--- src/pkg/remote_io_pkg.sv ---
// Constants for remote I/O mapping and operation stop control
package remote_io_pkg;
  localparam int SLOTS = 16;
  localparam int CODE_W = 8;
  localparam int ADDR_W = 8;
  localparam int POS_W = 32;
  localparam int TBL_W = 5;
  // Register byte addresses
  localparam logic [ADDR_W-1:0] IN_CODE_BASE = 8'h00;
  localparam logic [ADDR_W-1:0] OUT_CODE_BASE = 8'h40;
  localparam logic [ADDR_W-1:0] STOP_METHOD_ADDR = 8'h80;
  localparam logic [ADDR_W-1:0] STATUS_ADDR = 8'h84;
  localparam logic [ADDR_W-1:0] TBL_SPAN = 8'h80;
  // Stop method encodings
  localparam logic [1:0] STOP_IMMEDIATE = 2'h0;
  localparam logic [1:0] STOP_DECEL = 2'h3;
  // Input function codes
  localparam logic [CODE_W-1:0] FN_NONE = 8'h00;
  localparam logic [CODE_W-1:0] FN_DEEXCITE = 8'h01;
  localparam logic [CODE_W-1:0] FN_DEVIATION_FLUSH = 8'h08;
  localparam logic [CODE_W-1:0] FN_STOP = 8'h09;
  localparam logic [CODE_W-1:0] FN_OPERATOR_PANEL_PERMIT = 8'h0a;
  // Output function codes
  localparam logic [CODE_W-1:0] FN_FORWARD_LIMIT_ECHO = 8'h1c;
  localparam logic [CODE_W-1:0] FN_REVERSE_LIMIT_ECHO = 8'h1d;
  localparam logic [CODE_W-1:0] FN_FAULT_NO = 8'h81;
  localparam logic [CODE_W-1:0] FN_READY = 8'h85;
  localparam logic [CODE_W-1:0] FN_MOVE = 8'h86;
  localparam logic [CODE_W-1:0] FN_ADVISORY = 8'h87;
  localparam logic [CODE_W-1:0] FN_SYSTEM_OCCUPIED = 8'h88;
  localparam logic [CODE_W-1:0] FN_IN_POS = 8'h8a;
  localparam logic [CODE_W-1:0] FN_TORQUE_LIMIT = 8'h8c;
  localparam logic [CODE_W-1:0] FN_HOME_END = 8'h90;
  localparam logic [CODE_W-1:0] FN_ENCODER_ZERO = 8'h9b;
  localparam logic [CODE_W-1:0] FN_ZONE_FIRST = 8'ha0;
  localparam logic [CODE_W-1:0] FN_ZONE_SECOND = 8'ha1;
  localparam logic [CODE_W-1:0] FN_ZONE_THIRD = 8'ha2;
  localparam logic [CODE_W-1:0] FN_DIRECT_CMD_READY = 8'hcc;
  // Bit positions of the motion core status vector
  localparam int CS_W = 13;
  localparam int CS_FWD_LIM = 0;
  localparam int CS_REV_LIM = 1;
  localparam int CS_ENC_ZERO = 2;
  localparam int CS_HOME_END = 3;
  localparam int CS_DIRECT_COMMAND_READY = 4;
  localparam int CS_ADVISORY = 5;
  localparam int CS_FAULT = 6;
  localparam int CS_SYS_OCC = 7;
  localparam int CS_ZONE0 = 8;
  localparam int CS_ZONE1 = 9;
  localparam int CS_ZONE2 = 10;
  localparam int CS_IN_POS = 11;
  localparam int CS_TORQUE = 12;
  // Direct connector inputs
  localparam int PIN_W = 4;
  localparam int PIN_DEEXCITE = 0;
  localparam int PIN_FLUSH = 1;
  localparam int PIN_STOP = 2;
  localparam int PIN_PERMIT = 3;
  localparam logic [1:0] RESP_OKAY = 2'h0;
  localparam logic [1:0] RESP_SLVERR = 2'h2;
  localparam logic [SLOTS-1:0][CODE_W-1:0] OUT_CODE_RESET = {
    8'h8c, 8'h8a, 8'h86, 8'h00, 8'ha2, 8'ha1, 8'ha0, 8'h88,
    8'h81, 8'h87, 8'hcc, 8'h90, 8'h00, 8'h9b, 8'h1d, 8'h1c};
endpackage : remote_io_pkg

--- src/pkg/fcode_if.sv ---
// Port group between the control logic and the function code table
`timescale 1ns/1ps
interface fcode_if;
  import remote_io_pkg::*;
  logic wr_en;
  logic [TBL_W-1:0] wr_idx;
  logic [CODE_W-1:0] wr_data;
  logic [TBL_W-1:0] rd_idx;
  logic [CODE_W-1:0] rd_data;
  logic [SLOTS-1:0][CODE_W-1:0] in_codes;
  logic [SLOTS-1:0][CODE_W-1:0] out_codes;
  modport table_side (input wr_en, wr_idx, wr_data, rd_idx,
                      output rd_data, in_codes, out_codes);
  modport ctrl_side (output wr_en, wr_idx, wr_data, rd_idx,
                     input rd_data, in_codes, out_codes);
endinterface : fcode_if

--- src/rtl/fcode_table.sv ---
// Function code table for the sixteen remote inputs and outputs
`timescale 1ns/1ps
module fcode_table
  import remote_io_pkg::*;
(
  input wire logic aclk,
  input wire logic aresetn,
  fcode_if.table_side tbl
);
  logic [2*SLOTS-1:0][CODE_W-1:0] mem;

  always_ff @(posedge aclk) begin
    if (!aresetn) begin
      for (int i = 0; i < SLOTS; i++) begin
        mem[i] <= FN_NONE;
        mem[SLOTS+i] <= OUT_CODE_RESET[i];
      end
    end else if (tbl.wr_en) begin
      mem[tbl.wr_idx] <= tbl.wr_data;
    end
  end

  always_ff @(posedge aclk) begin
    if (!aresetn) begin
      tbl.rd_data <= FN_NONE;
    end else begin
      tbl.rd_data <= mem[tbl.rd_idx];
    end
  end

  // The mapping logic needs every code at once, so the table is flops
  assign tbl.in_codes = mem[SLOTS-1:0];
  assign tbl.out_codes = mem[2*SLOTS-1:SLOTS];
endmodule : fcode_table

--- src/rtl/remote_io_map_stop_control.sv ---
// Remote I/O function mapping with de-excitation, deviation flush and stop control
//
// Chosen here: the AXI4-Lite register port and the address map.
`timescale 1ns/1ps
// Functional notes
// - Sixteen remote input slots, each routed by its own code, reset to unassigned.
// - Except panel permit on connector and remote, a function assigned to several sources is active when any source is active.
// - An unassigned panel permit reads permanently on.
// - Permit assigned on connector and remote is on only when both are on.
// - Sixteen remote output slots, each carrying the signal its code selects.
// - Output codes reset to 28,29,155,0,144,204,135,129,136,160,161,162,0,134,138,140.
// - De-excite on while excited cuts current, drops excitation and ready.
// - De-excite off re-excites the motor, then ready is raised.
// - When not excited, brake releases with de-excite on, holds with it off.
// - In-position is never raised because a stop input is on.
// - Flush on clears deviation, syncs command to feedback, halts, discards travel.
// - After a flush stop, ready returns when flush goes off.
// - Stop on halts by the set method; travel discarded as an immediate stop starts, or once a decelerating stop reaches standstill.
// - Stop method: 0 immediate, 3 decelerating, reset value 3.
// - Immediate stop holds at latched command position; ready returns on stop off.
// - Decelerating stop runs to standstill regardless; ready only once stopped.
module remote_io_map_stop_control
  import remote_io_pkg::*;
(
  input wire logic aclk,
  input wire logic aresetn,
  input wire logic [ADDR_W-1:0] s_axi_awaddr,
  input wire logic s_axi_awvalid,
  output logic s_axi_awready,
  input wire logic [31:0] s_axi_wdata,
  input wire logic [3:0] s_axi_wstrb,
  input wire logic s_axi_wvalid,
  output logic s_axi_wready,
  output logic [1:0] s_axi_bresp,
  output logic s_axi_bvalid,
  input wire logic s_axi_bready,
  input wire logic [ADDR_W-1:0] s_axi_araddr,
  input wire logic s_axi_arvalid,
  output logic s_axi_arready,
  output logic [31:0] s_axi_rdata,
  output logic [1:0] s_axi_rresp,
  output logic s_axi_rvalid,
  input wire logic s_axi_rready,
  input wire logic [SLOTS-1:0] remote_in,
  output logic [SLOTS-1:0] remote_out,
  input wire logic [PIN_W-1:0] direct_pin,
  input wire logic direct_permit_assigned,
  input wire logic [CS_W-1:0] core_status,
  input wire logic motor_moving,
  input wire logic [POS_W-1:0] command_pos,
  input wire logic [POS_W-1:0] feedback_pos,
  output logic motor_excite,
  output logic brake_release,
  output logic ready,
  output logic in_position,
  output logic operator_panel_permit,
  output logic halt_immediate,
  output logic halt_decel,
  output logic [POS_W-1:0] hold_position,
  output logic deviation_clear,
  output logic command_follow_feedback,
  output logic travel_discard
);
  typedef enum logic [1:0] {ST_RUN, ST_IMM, ST_DEC, ST_WAIT_OFF} stop_e;

  fcode_if tbl ();

  fcode_table u_table (
    .aclk(aclk),
    .aresetn(aresetn),
    .tbl(tbl.table_side)
  );

  // Code 0 never matches a real function, so an unassigned slot drops out
  function automatic logic fn_any(input logic [SLOTS-1:0][CODE_W-1:0] codes,
                                  input logic [SLOTS-1:0] bits,
                                  input logic [CODE_W-1:0] fn);
    logic hit;
    hit = 1'b0;
    for (int i = 0; i < SLOTS; i++) begin
      hit = hit | ((codes[i] == fn) & bits[i]);
    end
    return hit;
  endfunction : fn_any

  function automatic logic fn_used(input logic [SLOTS-1:0][CODE_W-1:0] codes,
                                   input logic [CODE_W-1:0] fn);
    logic hit;
    hit = 1'b0;
    for (int i = 0; i < SLOTS; i++) begin
      hit = hit | (codes[i] == fn);
    end
    return hit;
  endfunction : fn_used

  function automatic logic out_sel(input logic [CODE_W-1:0] code,
                                   input logic [CS_W-1:0] cs,
                                   input logic rdy,
                                   input logic inpos,
                                   input logic moving);
    case (code)
      FN_FORWARD_LIMIT_ECHO: out_sel = cs[CS_FWD_LIM];
      FN_REVERSE_LIMIT_ECHO: out_sel = cs[CS_REV_LIM];
      FN_ENCODER_ZERO: out_sel = cs[CS_ENC_ZERO];
      FN_HOME_END: out_sel = cs[CS_HOME_END];
      FN_DIRECT_CMD_READY: out_sel = cs[CS_DIRECT_COMMAND_READY];
      FN_ADVISORY: out_sel = cs[CS_ADVISORY];
      FN_FAULT_NO: out_sel = cs[CS_FAULT];
      FN_SYSTEM_OCCUPIED: out_sel = cs[CS_SYS_OCC];
      FN_ZONE_FIRST: out_sel = cs[CS_ZONE0];
      FN_ZONE_SECOND: out_sel = cs[CS_ZONE1];
      FN_ZONE_THIRD: out_sel = cs[CS_ZONE2];
      FN_IN_POS: out_sel = inpos;
      FN_TORQUE_LIMIT: out_sel = cs[CS_TORQUE];
      FN_READY: out_sel = rdy;
      FN_MOVE: out_sel = moving;
      default: out_sel = 1'b0;
    endcase
  endfunction : out_sel

  // Connector pins: three stages, a change counts once stages two and three agree
  logic [PIN_W-1:0] pin_s1;
  logic [PIN_W-1:0] pin_s2;
  logic [PIN_W-1:0] pin_s3;
  logic [PIN_W-1:0] pin_q;

  always_ff @(posedge aclk) begin
    if (!aresetn) begin
      pin_s1 <= '0;
      pin_s2 <= '0;
      pin_s3 <= '0;
      pin_q <= '0;
    end else begin
      pin_s1 <= direct_pin;
      pin_s2 <= pin_s1;
      pin_s3 <= pin_s2;
      for (int i = 0; i < PIN_W; i++) begin
        if (pin_s2[i] == pin_s3[i]) begin
          pin_q[i] <= pin_s3[i];
        end
      end
    end
  end

  // Combined input functions
  logic deexcite;
  logic flush;
  logic stop_in;
  logic permit_remote_used;
  logic permit_remote;
  logic next_permit;

  assign deexcite = fn_any(tbl.in_codes, remote_in, FN_DEEXCITE) | pin_q[PIN_DEEXCITE];
  assign flush = fn_any(tbl.in_codes, remote_in, FN_DEVIATION_FLUSH) | pin_q[PIN_FLUSH];
  assign stop_in = fn_any(tbl.in_codes, remote_in, FN_STOP) | pin_q[PIN_STOP];
  assign permit_remote_used = fn_used(tbl.in_codes, FN_OPERATOR_PANEL_PERMIT);
  assign permit_remote = fn_any(tbl.in_codes, remote_in, FN_OPERATOR_PANEL_PERMIT);

  always_comb begin
    unique case ({direct_permit_assigned, permit_remote_used})
      2'b00: next_permit = 1'b1;
      2'b01: next_permit = permit_remote;
      2'b10: next_permit = pin_q[PIN_PERMIT];
      2'b11: next_permit = permit_remote & pin_q[PIN_PERMIT];
    endcase
  end

  always_ff @(posedge aclk) begin
    if (!aresetn) begin
      operator_panel_permit <= 1'b1;
    end else begin
      operator_panel_permit <= next_permit;
    end
  end

  logic flush_d;
  logic stop_d;
  logic flush_rise;
  logic stop_rise;

  always_ff @(posedge aclk) begin
    if (!aresetn) begin
      flush_d <= 1'b0;
      stop_d <= 1'b0;
    end else begin
      flush_d <= flush;
      stop_d <= stop_in;
    end
  end

  assign flush_rise = flush & ~flush_d;
  assign stop_rise = stop_in & ~stop_d;

  // Excitation and brake
  always_ff @(posedge aclk) begin
    if (!aresetn) begin
      motor_excite <= 1'b1;
      brake_release <= 1'b1;
    end else begin
      motor_excite <= ~deexcite;
      // An excited motor holds itself; the brake only holds a free shaft
      brake_release <= ~deexcite ? 1'b0 : 1'b1;
      if (~deexcite & ~motor_excite) begin
        brake_release <= 1'b0;
      end else if (motor_excite) begin
        brake_release <= 1'b1;
      end
    end
  end

  // Stop sequencing
  logic [1:0] stop_method;
  stop_e state;

  always_ff @(posedge aclk) begin
    if (!aresetn) begin
      state <= ST_RUN;
    end else begin
      unique case (state)
        ST_RUN: begin
          if (stop_rise) begin
            state <= (stop_method == STOP_IMMEDIATE) ? ST_IMM : ST_DEC;
          end
        end
        ST_IMM: begin
          if (!stop_in) begin
            state <= ST_RUN;
          end
        end
        ST_DEC: begin
          // Stop going off early does not cut the deceleration short
          if (!motor_moving) begin
            state <= stop_in ? ST_WAIT_OFF : ST_RUN;
          end
        end
        ST_WAIT_OFF: begin
          if (!stop_in) begin
            state <= ST_RUN;
          end
        end
      endcase
    end
  end

  always_ff @(posedge aclk) begin
    if (!aresetn) begin
      hold_position <= '0;
    end else if (flush_rise) begin
      hold_position <= feedback_pos;
    end else if (state == ST_RUN && stop_rise && stop_method == STOP_IMMEDIATE) begin
      hold_position <= command_pos;
    end
  end

  always_ff @(posedge aclk) begin
    if (!aresetn) begin
      halt_immediate <= 1'b0;
      halt_decel <= 1'b0;
      deviation_clear <= 1'b0;
      command_follow_feedback <= 1'b0;
      travel_discard <= 1'b0;
    end else begin
      halt_immediate <= flush | (state == ST_IMM);
      halt_decel <= (state == ST_DEC);
      deviation_clear <= flush_rise;
      command_follow_feedback <= flush_rise;
      travel_discard <= flush_rise
                        | (state == ST_RUN && stop_rise && stop_method == STOP_IMMEDIATE)
                        | (state == ST_DEC && !motor_moving);
    end
  end

  // Ready follows excitation by a cycle, so it rises after re-excitation
  always_ff @(posedge aclk) begin
    if (!aresetn) begin
      ready <= 1'b0;
    end else begin
      ready <= motor_excite & ~deexcite & ~flush & (state == ST_RUN) & ~stop_rise;
    end
  end

  always_ff @(posedge aclk) begin
    if (!aresetn) begin
      in_position <= 1'b0;
    end else begin
      in_position <= core_status[CS_IN_POS] & ~flush & ~stop_in & (state == ST_RUN);
    end
  end

  always_ff @(posedge aclk) begin
    if (!aresetn) begin
      remote_out <= '0;
    end else begin
      for (int i = 0; i < SLOTS; i++) begin
        remote_out[i] <= out_sel(tbl.out_codes[i], core_status, ready, in_position,
                                 motor_moving);
      end
    end
  end

  // AXI4-Lite write path: address and data taken in either order
  logic aw_held;
  logic w_held;
  logic [ADDR_W-1:0] aw_addr;
  logic [31:0] w_data;
  logic [3:0] w_strb;
  logic do_write;
  logic wr_tbl;
  logic wr_stop;

  assign s_axi_awready = ~aw_held & ~s_axi_bvalid;
  assign s_axi_wready = ~w_held & ~s_axi_bvalid;
  assign do_write = aw_held & w_held & ~s_axi_bvalid;
  assign wr_tbl = aw_addr < TBL_SPAN && aw_addr[1:0] == 2'h0;
  assign wr_stop = aw_addr == STOP_METHOD_ADDR;
  assign tbl.wr_en = do_write & wr_tbl & w_strb[0];
  assign tbl.wr_idx = aw_addr[TBL_W+1:2];
  assign tbl.wr_data = w_data[CODE_W-1:0];

  always_ff @(posedge aclk) begin
    if (!aresetn) begin
      aw_held <= 1'b0;
      w_held <= 1'b0;
      aw_addr <= '0;
      w_data <= '0;
      w_strb <= '0;
      s_axi_bvalid <= 1'b0;
      s_axi_bresp <= RESP_OKAY;
    end else begin
      if (s_axi_awvalid && s_axi_awready) begin
        aw_held <= 1'b1;
        aw_addr <= s_axi_awaddr;
      end
      if (s_axi_wvalid && s_axi_wready) begin
        w_held <= 1'b1;
        w_data <= s_axi_wdata;
        w_strb <= s_axi_wstrb;
      end
      if (do_write) begin
        aw_held <= 1'b0;
        w_held <= 1'b0;
        s_axi_bvalid <= 1'b1;
        s_axi_bresp <= (wr_tbl || wr_stop || aw_addr == STATUS_ADDR) ? RESP_OKAY : RESP_SLVERR;
      end else if (s_axi_bready) begin
        s_axi_bvalid <= 1'b0;
      end
    end
  end

  // Only the two documented encodings are kept; other values leave it as is
  always_ff @(posedge aclk) begin
    if (!aresetn) begin
      stop_method <= STOP_DECEL;
    end else if (do_write && wr_stop && w_strb[0]) begin
      if (w_data[1:0] == STOP_IMMEDIATE || w_data[1:0] == STOP_DECEL) begin
        stop_method <= w_data[1:0];
      end
    end
  end

  // AXI4-Lite read path: table read is registered, so answer after two edges
  logic rd_pend;
  logic [ADDR_W-1:0] ar_addr;

  assign s_axi_arready = ~rd_pend & ~s_axi_rvalid;
  assign tbl.rd_idx = s_axi_araddr[TBL_W+1:2];

  always_ff @(posedge aclk) begin
    if (!aresetn) begin
      rd_pend <= 1'b0;
      ar_addr <= '0;
      s_axi_rvalid <= 1'b0;
      s_axi_rdata <= '0;
      s_axi_rresp <= RESP_OKAY;
    end else begin
      if (s_axi_arvalid && s_axi_arready) begin
        rd_pend <= 1'b1;
        ar_addr <= s_axi_araddr;
      end
      if (rd_pend) begin
        rd_pend <= 1'b0;
        s_axi_rvalid <= 1'b1;
        s_axi_rresp <= RESP_OKAY;
        s_axi_rdata <= '0;
        if (ar_addr < TBL_SPAN && ar_addr[1:0] == 2'h0) begin
          s_axi_rdata[CODE_W-1:0] <= tbl.rd_data;
        end else if (ar_addr == STOP_METHOD_ADDR) begin
          s_axi_rdata[1:0] <= stop_method;
        end else if (ar_addr == STATUS_ADDR) begin
          s_axi_rdata[7:0] <= {state, operator_panel_permit, in_position,
                               stop_in, flush, motor_excite, ready};
        end else begin
          s_axi_rresp <= RESP_SLVERR;
        end
      end else if (s_axi_rready) begin
        s_axi_rvalid <= 1'b0;
      end
    end
  end
endmodule : remote_io_map_stop_control

--- config.mk ---
export PLATFORM = sky130hd
export DESIGN_NAME = remote_io_map_stop_control
export DESIGN_NICKNAME = d
export VERILOG_FILES = /design/src/pkg/remote_io_pkg.sv /design/src/pkg/fcode_if.sv /design/src/rtl/fcode_table.sv /design/src/rtl/remote_io_map_stop_control.sv
export SDC_FILE = /design/constraint.sdc
export NUM_CORES = 1
export LEC_CHECK = 0
export ABC_CLOCK_PERIOD_IN_PS = 5500
export BUFFER_PORTS_ARGS = -buffer_cell sky130_fd_sc_hd__buf_2
export CORE_ASPECT_RATIO = 0.75
export CORE_MARGIN = 2
export CORE_UTILIZATION = 60
export DETAILED_ROUTE_END_ITERATION = 10
export PLACE_DENSITY = 0.93
export SETUP_SLACK_MARGIN = 0.1
export SLEW_MARGIN = 20
export SYNTH_ARGS = -nofsm -noshare
export SYNTH_HDL_FRONTEND = slang
export SYNTH_SLANG_ARGS = --single-unit
--- constraint.sdc ---
create_clock -name aclk -period 5.5 [get_ports aclk]
set_clock_uncertainty 0.2 [all_clocks]
set_input_delay 0 -clock aclk [delete_from_list [all_inputs] [get_ports aclk]]
set_output_delay 0 -clock aclk [all_outputs]
set_load 0.01 [all_outputs]
==> impl_metrics.csv <==
group,metric,value,unit
power,vdd_drop_max,0.000230,V
synthesis,synth_async_sr_flop_share,0,
die,dieArea,37900,µm²
cells_and_area,area_growth,16.4,%
worst_setup_path,crit_fanout,33,
timing,fin_hold_ws,0.0588,ns
synthesis,yosysWarnings,0,
timing,worst_pin_slew,1.15,ns
synthesis,ys_ff_latch,383,
die,core_area,35900,µm²
power,intPower,0.00461,W
worst_setup_path,end_kind,"flip-flop",
hold_path,min_from,"direct_pin[1]",
global_route,grt_pass1_wl,115000,µm
drt,drt_iter0_markers,3423,
die,num_rows,60,
worst_setup_path,cp-startpoint,"u_table.tbl.in_codes[74]",
timing,slew_viol_final,0,
cells_and_area,final_util,0.708,
timing,fin_ws,1.60,ns
power,fin_total_pwr,0.00620,W
worst_setup_path,arrival,4.14,ns
die,die_y,169,µm
worst_setup_path,worstSetupStartpointType,"flip-flop",
synthesis,syn_area_per_cell,8.73,µm²
timing,hold_viol_final,0,
drt,route.detailed.drc,0,
synthesis,synth-edff-count,0,
global_route,gr-total-overflow,0,
drt,via_per_inst,6.76,
place,pre_cts_slack,1.99,ns
drt,drt-total-wl,75300,µm
global_route,grt_antenna_before_repair,3,
cells_and_area,mostFrequentLayoutCells,"377 x dfxtp_1, 328 x nand2_1, 201 x buf_2",
timing,setup_viol,0,
power,power.share.clock,0.446,
hold_path,worstHoldPathType,"in -> reg",
drt,vias,21500,
power,p_per_area,244,nW/µm²
power,comb_power_share,0.088,
drt,route.antenna.remaining_nets,0,
global_route,grt_pass1_vias,20300,
die,die_w,224,µm
timing,finalCritPeriodShare,0.709,
place,hpwl,47100,µm
worst_setup_path,r2r-start,"u_table.tbl.in_codes[74]",
clocking,post_cts.repair.setup_buffers,0,
clocking,clkTransAtPathRegs,0.07,ns
power,p_sw,0.00160,W
place,gp_congestion,0.982,
timing,slew_headroom,0.231,
worst_setup_path,critPathRequiredTime,5.74,ns
cells_and_area,nNetsFinal,2846,
drt,wire_per_inst,23.7,µm
synthesis,postSynthCellCount,2500,
power,p_seq_frac,0.467,
clocking,clock_latency,0.57,ns
timing,tns,0,ns
clocking,clockBufferDepth,3,
run,cap_violations,0,
synthesis,syn_area,21800,µm²
clocking,clkSinkCount,383,
die,io_pins,257,
clocking,cts-buffers-inserted,40,
clocking,cts_tree,"done",
cells_and_area,final_common_cell,"dfxtp_1",
clocking,htree_levels,2,
place,port-buffer-count,203,
cells_and_area,layout-drive-gt1-share,0.159,
timing,grt_setup_unrepaired,"no",
synthesis,synthFlopType,"dfxtp_1",
status,outcome,"finished clean",
power,p_sw_frac,0.257,
global_route,track_usage,0.387,
synthesis,yosysUniqueCellTypes,88,
synthesis,seq_area_frac_synth,0.351,
drt,first_pass_iters,6,
power,p_leak,9.14,nW
clocking,root_buffer,"clkbuf_16",
global_route,grt_max_degree,153,
timing,fin_crit,3.90,ns
worst_setup_path,path_class,"reg -> reg",
die,initial_core_util,0.608,
timing,max_freq,0.256,GHz
==> cell usage after synthesis (all sizes together) (25+ instances only) <==
library cell,count,area (µm²)
nand2,328,1230
mux2i,178,1780
dfxtp,383,7670
nand3,194,971
nand3b,34,259
clkbuf,191,744
a21boi,169,1270
nor2b,124,776
buf,63,412
a21oi,81,405
nand4b,26,228
o21ai,97,489
nor4,38,238
mux4,80,1810
nand2b,35,219
nor4b,26,240
nor2,100,398
nor3b,25,188
nor3,36,180
==> state kept, by name, indices dropped and copies added, names as in the netlist, 2 cells and up <==
| name | cells |
|---|---|
| u_table.tbl.in_codes | 128 |
| u_table.tbl.out_codes | 128 |
| hold_position | 32 |
| remote_out | 16 |
| ar_addr | 8 |
| aw_addr | 8 |
| s_axi_rdata | 8 |
| u_table.tbl.rd_data | 8 |
| w_data | 8 |
| pin_q | 4 |
| pin_s1 | 4 |
| pin_s2 | 4 |
| pin_s3 | 4 |
| state | 2 |
| stop_method | 2 |
==> final timing paths <==
path,slack (ns),endpoint,cells after the start
max,1.60,hold_position[14],8
min reg2reg,0.23,pin_s2[2],1
max reg2reg,1.60,hold_position[14],8
min,0.06,pin_s1[1],3
==> power by group through the flow <==
stage / sequential, W / clock (W) / combinational [W]
final: 0.00289 / 0.00276 / 0.000544
after global routing: 0.00289 / 0.00287 / 0.000569
after CTS: 0.00288 / 0.00276 / 0.000514
after detailed placement: 0.00295 / 0 / 0.000440
after global placement: 0.00294 / 0 / 0.000430
after floorplan: 0.00289 / 0 / 0.000313
==> routing by layer <==
layer	vias to the layer above	share of wire	track usage
li1	9418	-	-
met4	4	0.051	0.189
met5	-	0.00031	0
met3	308	0.15	0.113
met2	1654	0.43	0.584
met1	10100	0.38	0.511
==> logic make-up (layout without fill, tap and decap cells) <==
family | count (synthesis) | in the layout | share of synthesized area
muxes | 272 | 272 | 0.172
AOI/OAI and AO/OA | 488 | 488 | 0.152
buffers and inverters | 273 | 466 | 0.0567
DFF | 383 | 383 | 0.351
and+or+nand+nor | 1083 | 1083 | 0.268
other | 1 | 27 | 0.000172
==> final cells by class <==
class | count | area, µm²
Clock buffer | 53 | 1130
Tap cell | 465 | 582
Timing Repair Buffer | 376 | 2700
Fill cell | 2501 | 10500
Multi-Input combinational cell | 1869 | 13000
Antenna cell | 1 | 2.50
Sequential cell | 383 | 7670
Clock inverter | 19 | 195
Inverter | 18 | 67.6
==> worst max-delay path: stages, from the launching register on <==
cell	delay, ns
dfxtp_1	0.33
or4_1	0.60
nor4b_2	0.40
nand2_1	0.21
o21ai_2	0.34
o21ba_4	0.67
mux2i_1	0.30
a21oi_1	0.10
dlygate4sd3_1	0.61
==> timing repair <==
action                                  4_1_cts  5_1_grt
endpoints found under the hold margin       178        0
resized for setup                             0        0
hold buffers                                151        0
endpoints found under the setup margin        0        0
==> per-stage QoR <==
step	instances	area, µm²
finish	3184	25400
global route	3183	25400
CTS	3183	25400
detailed placement	2960	22600
global placement	2960	22600
floorplan	2525	21900
Power figures use the tool's default switching activity.
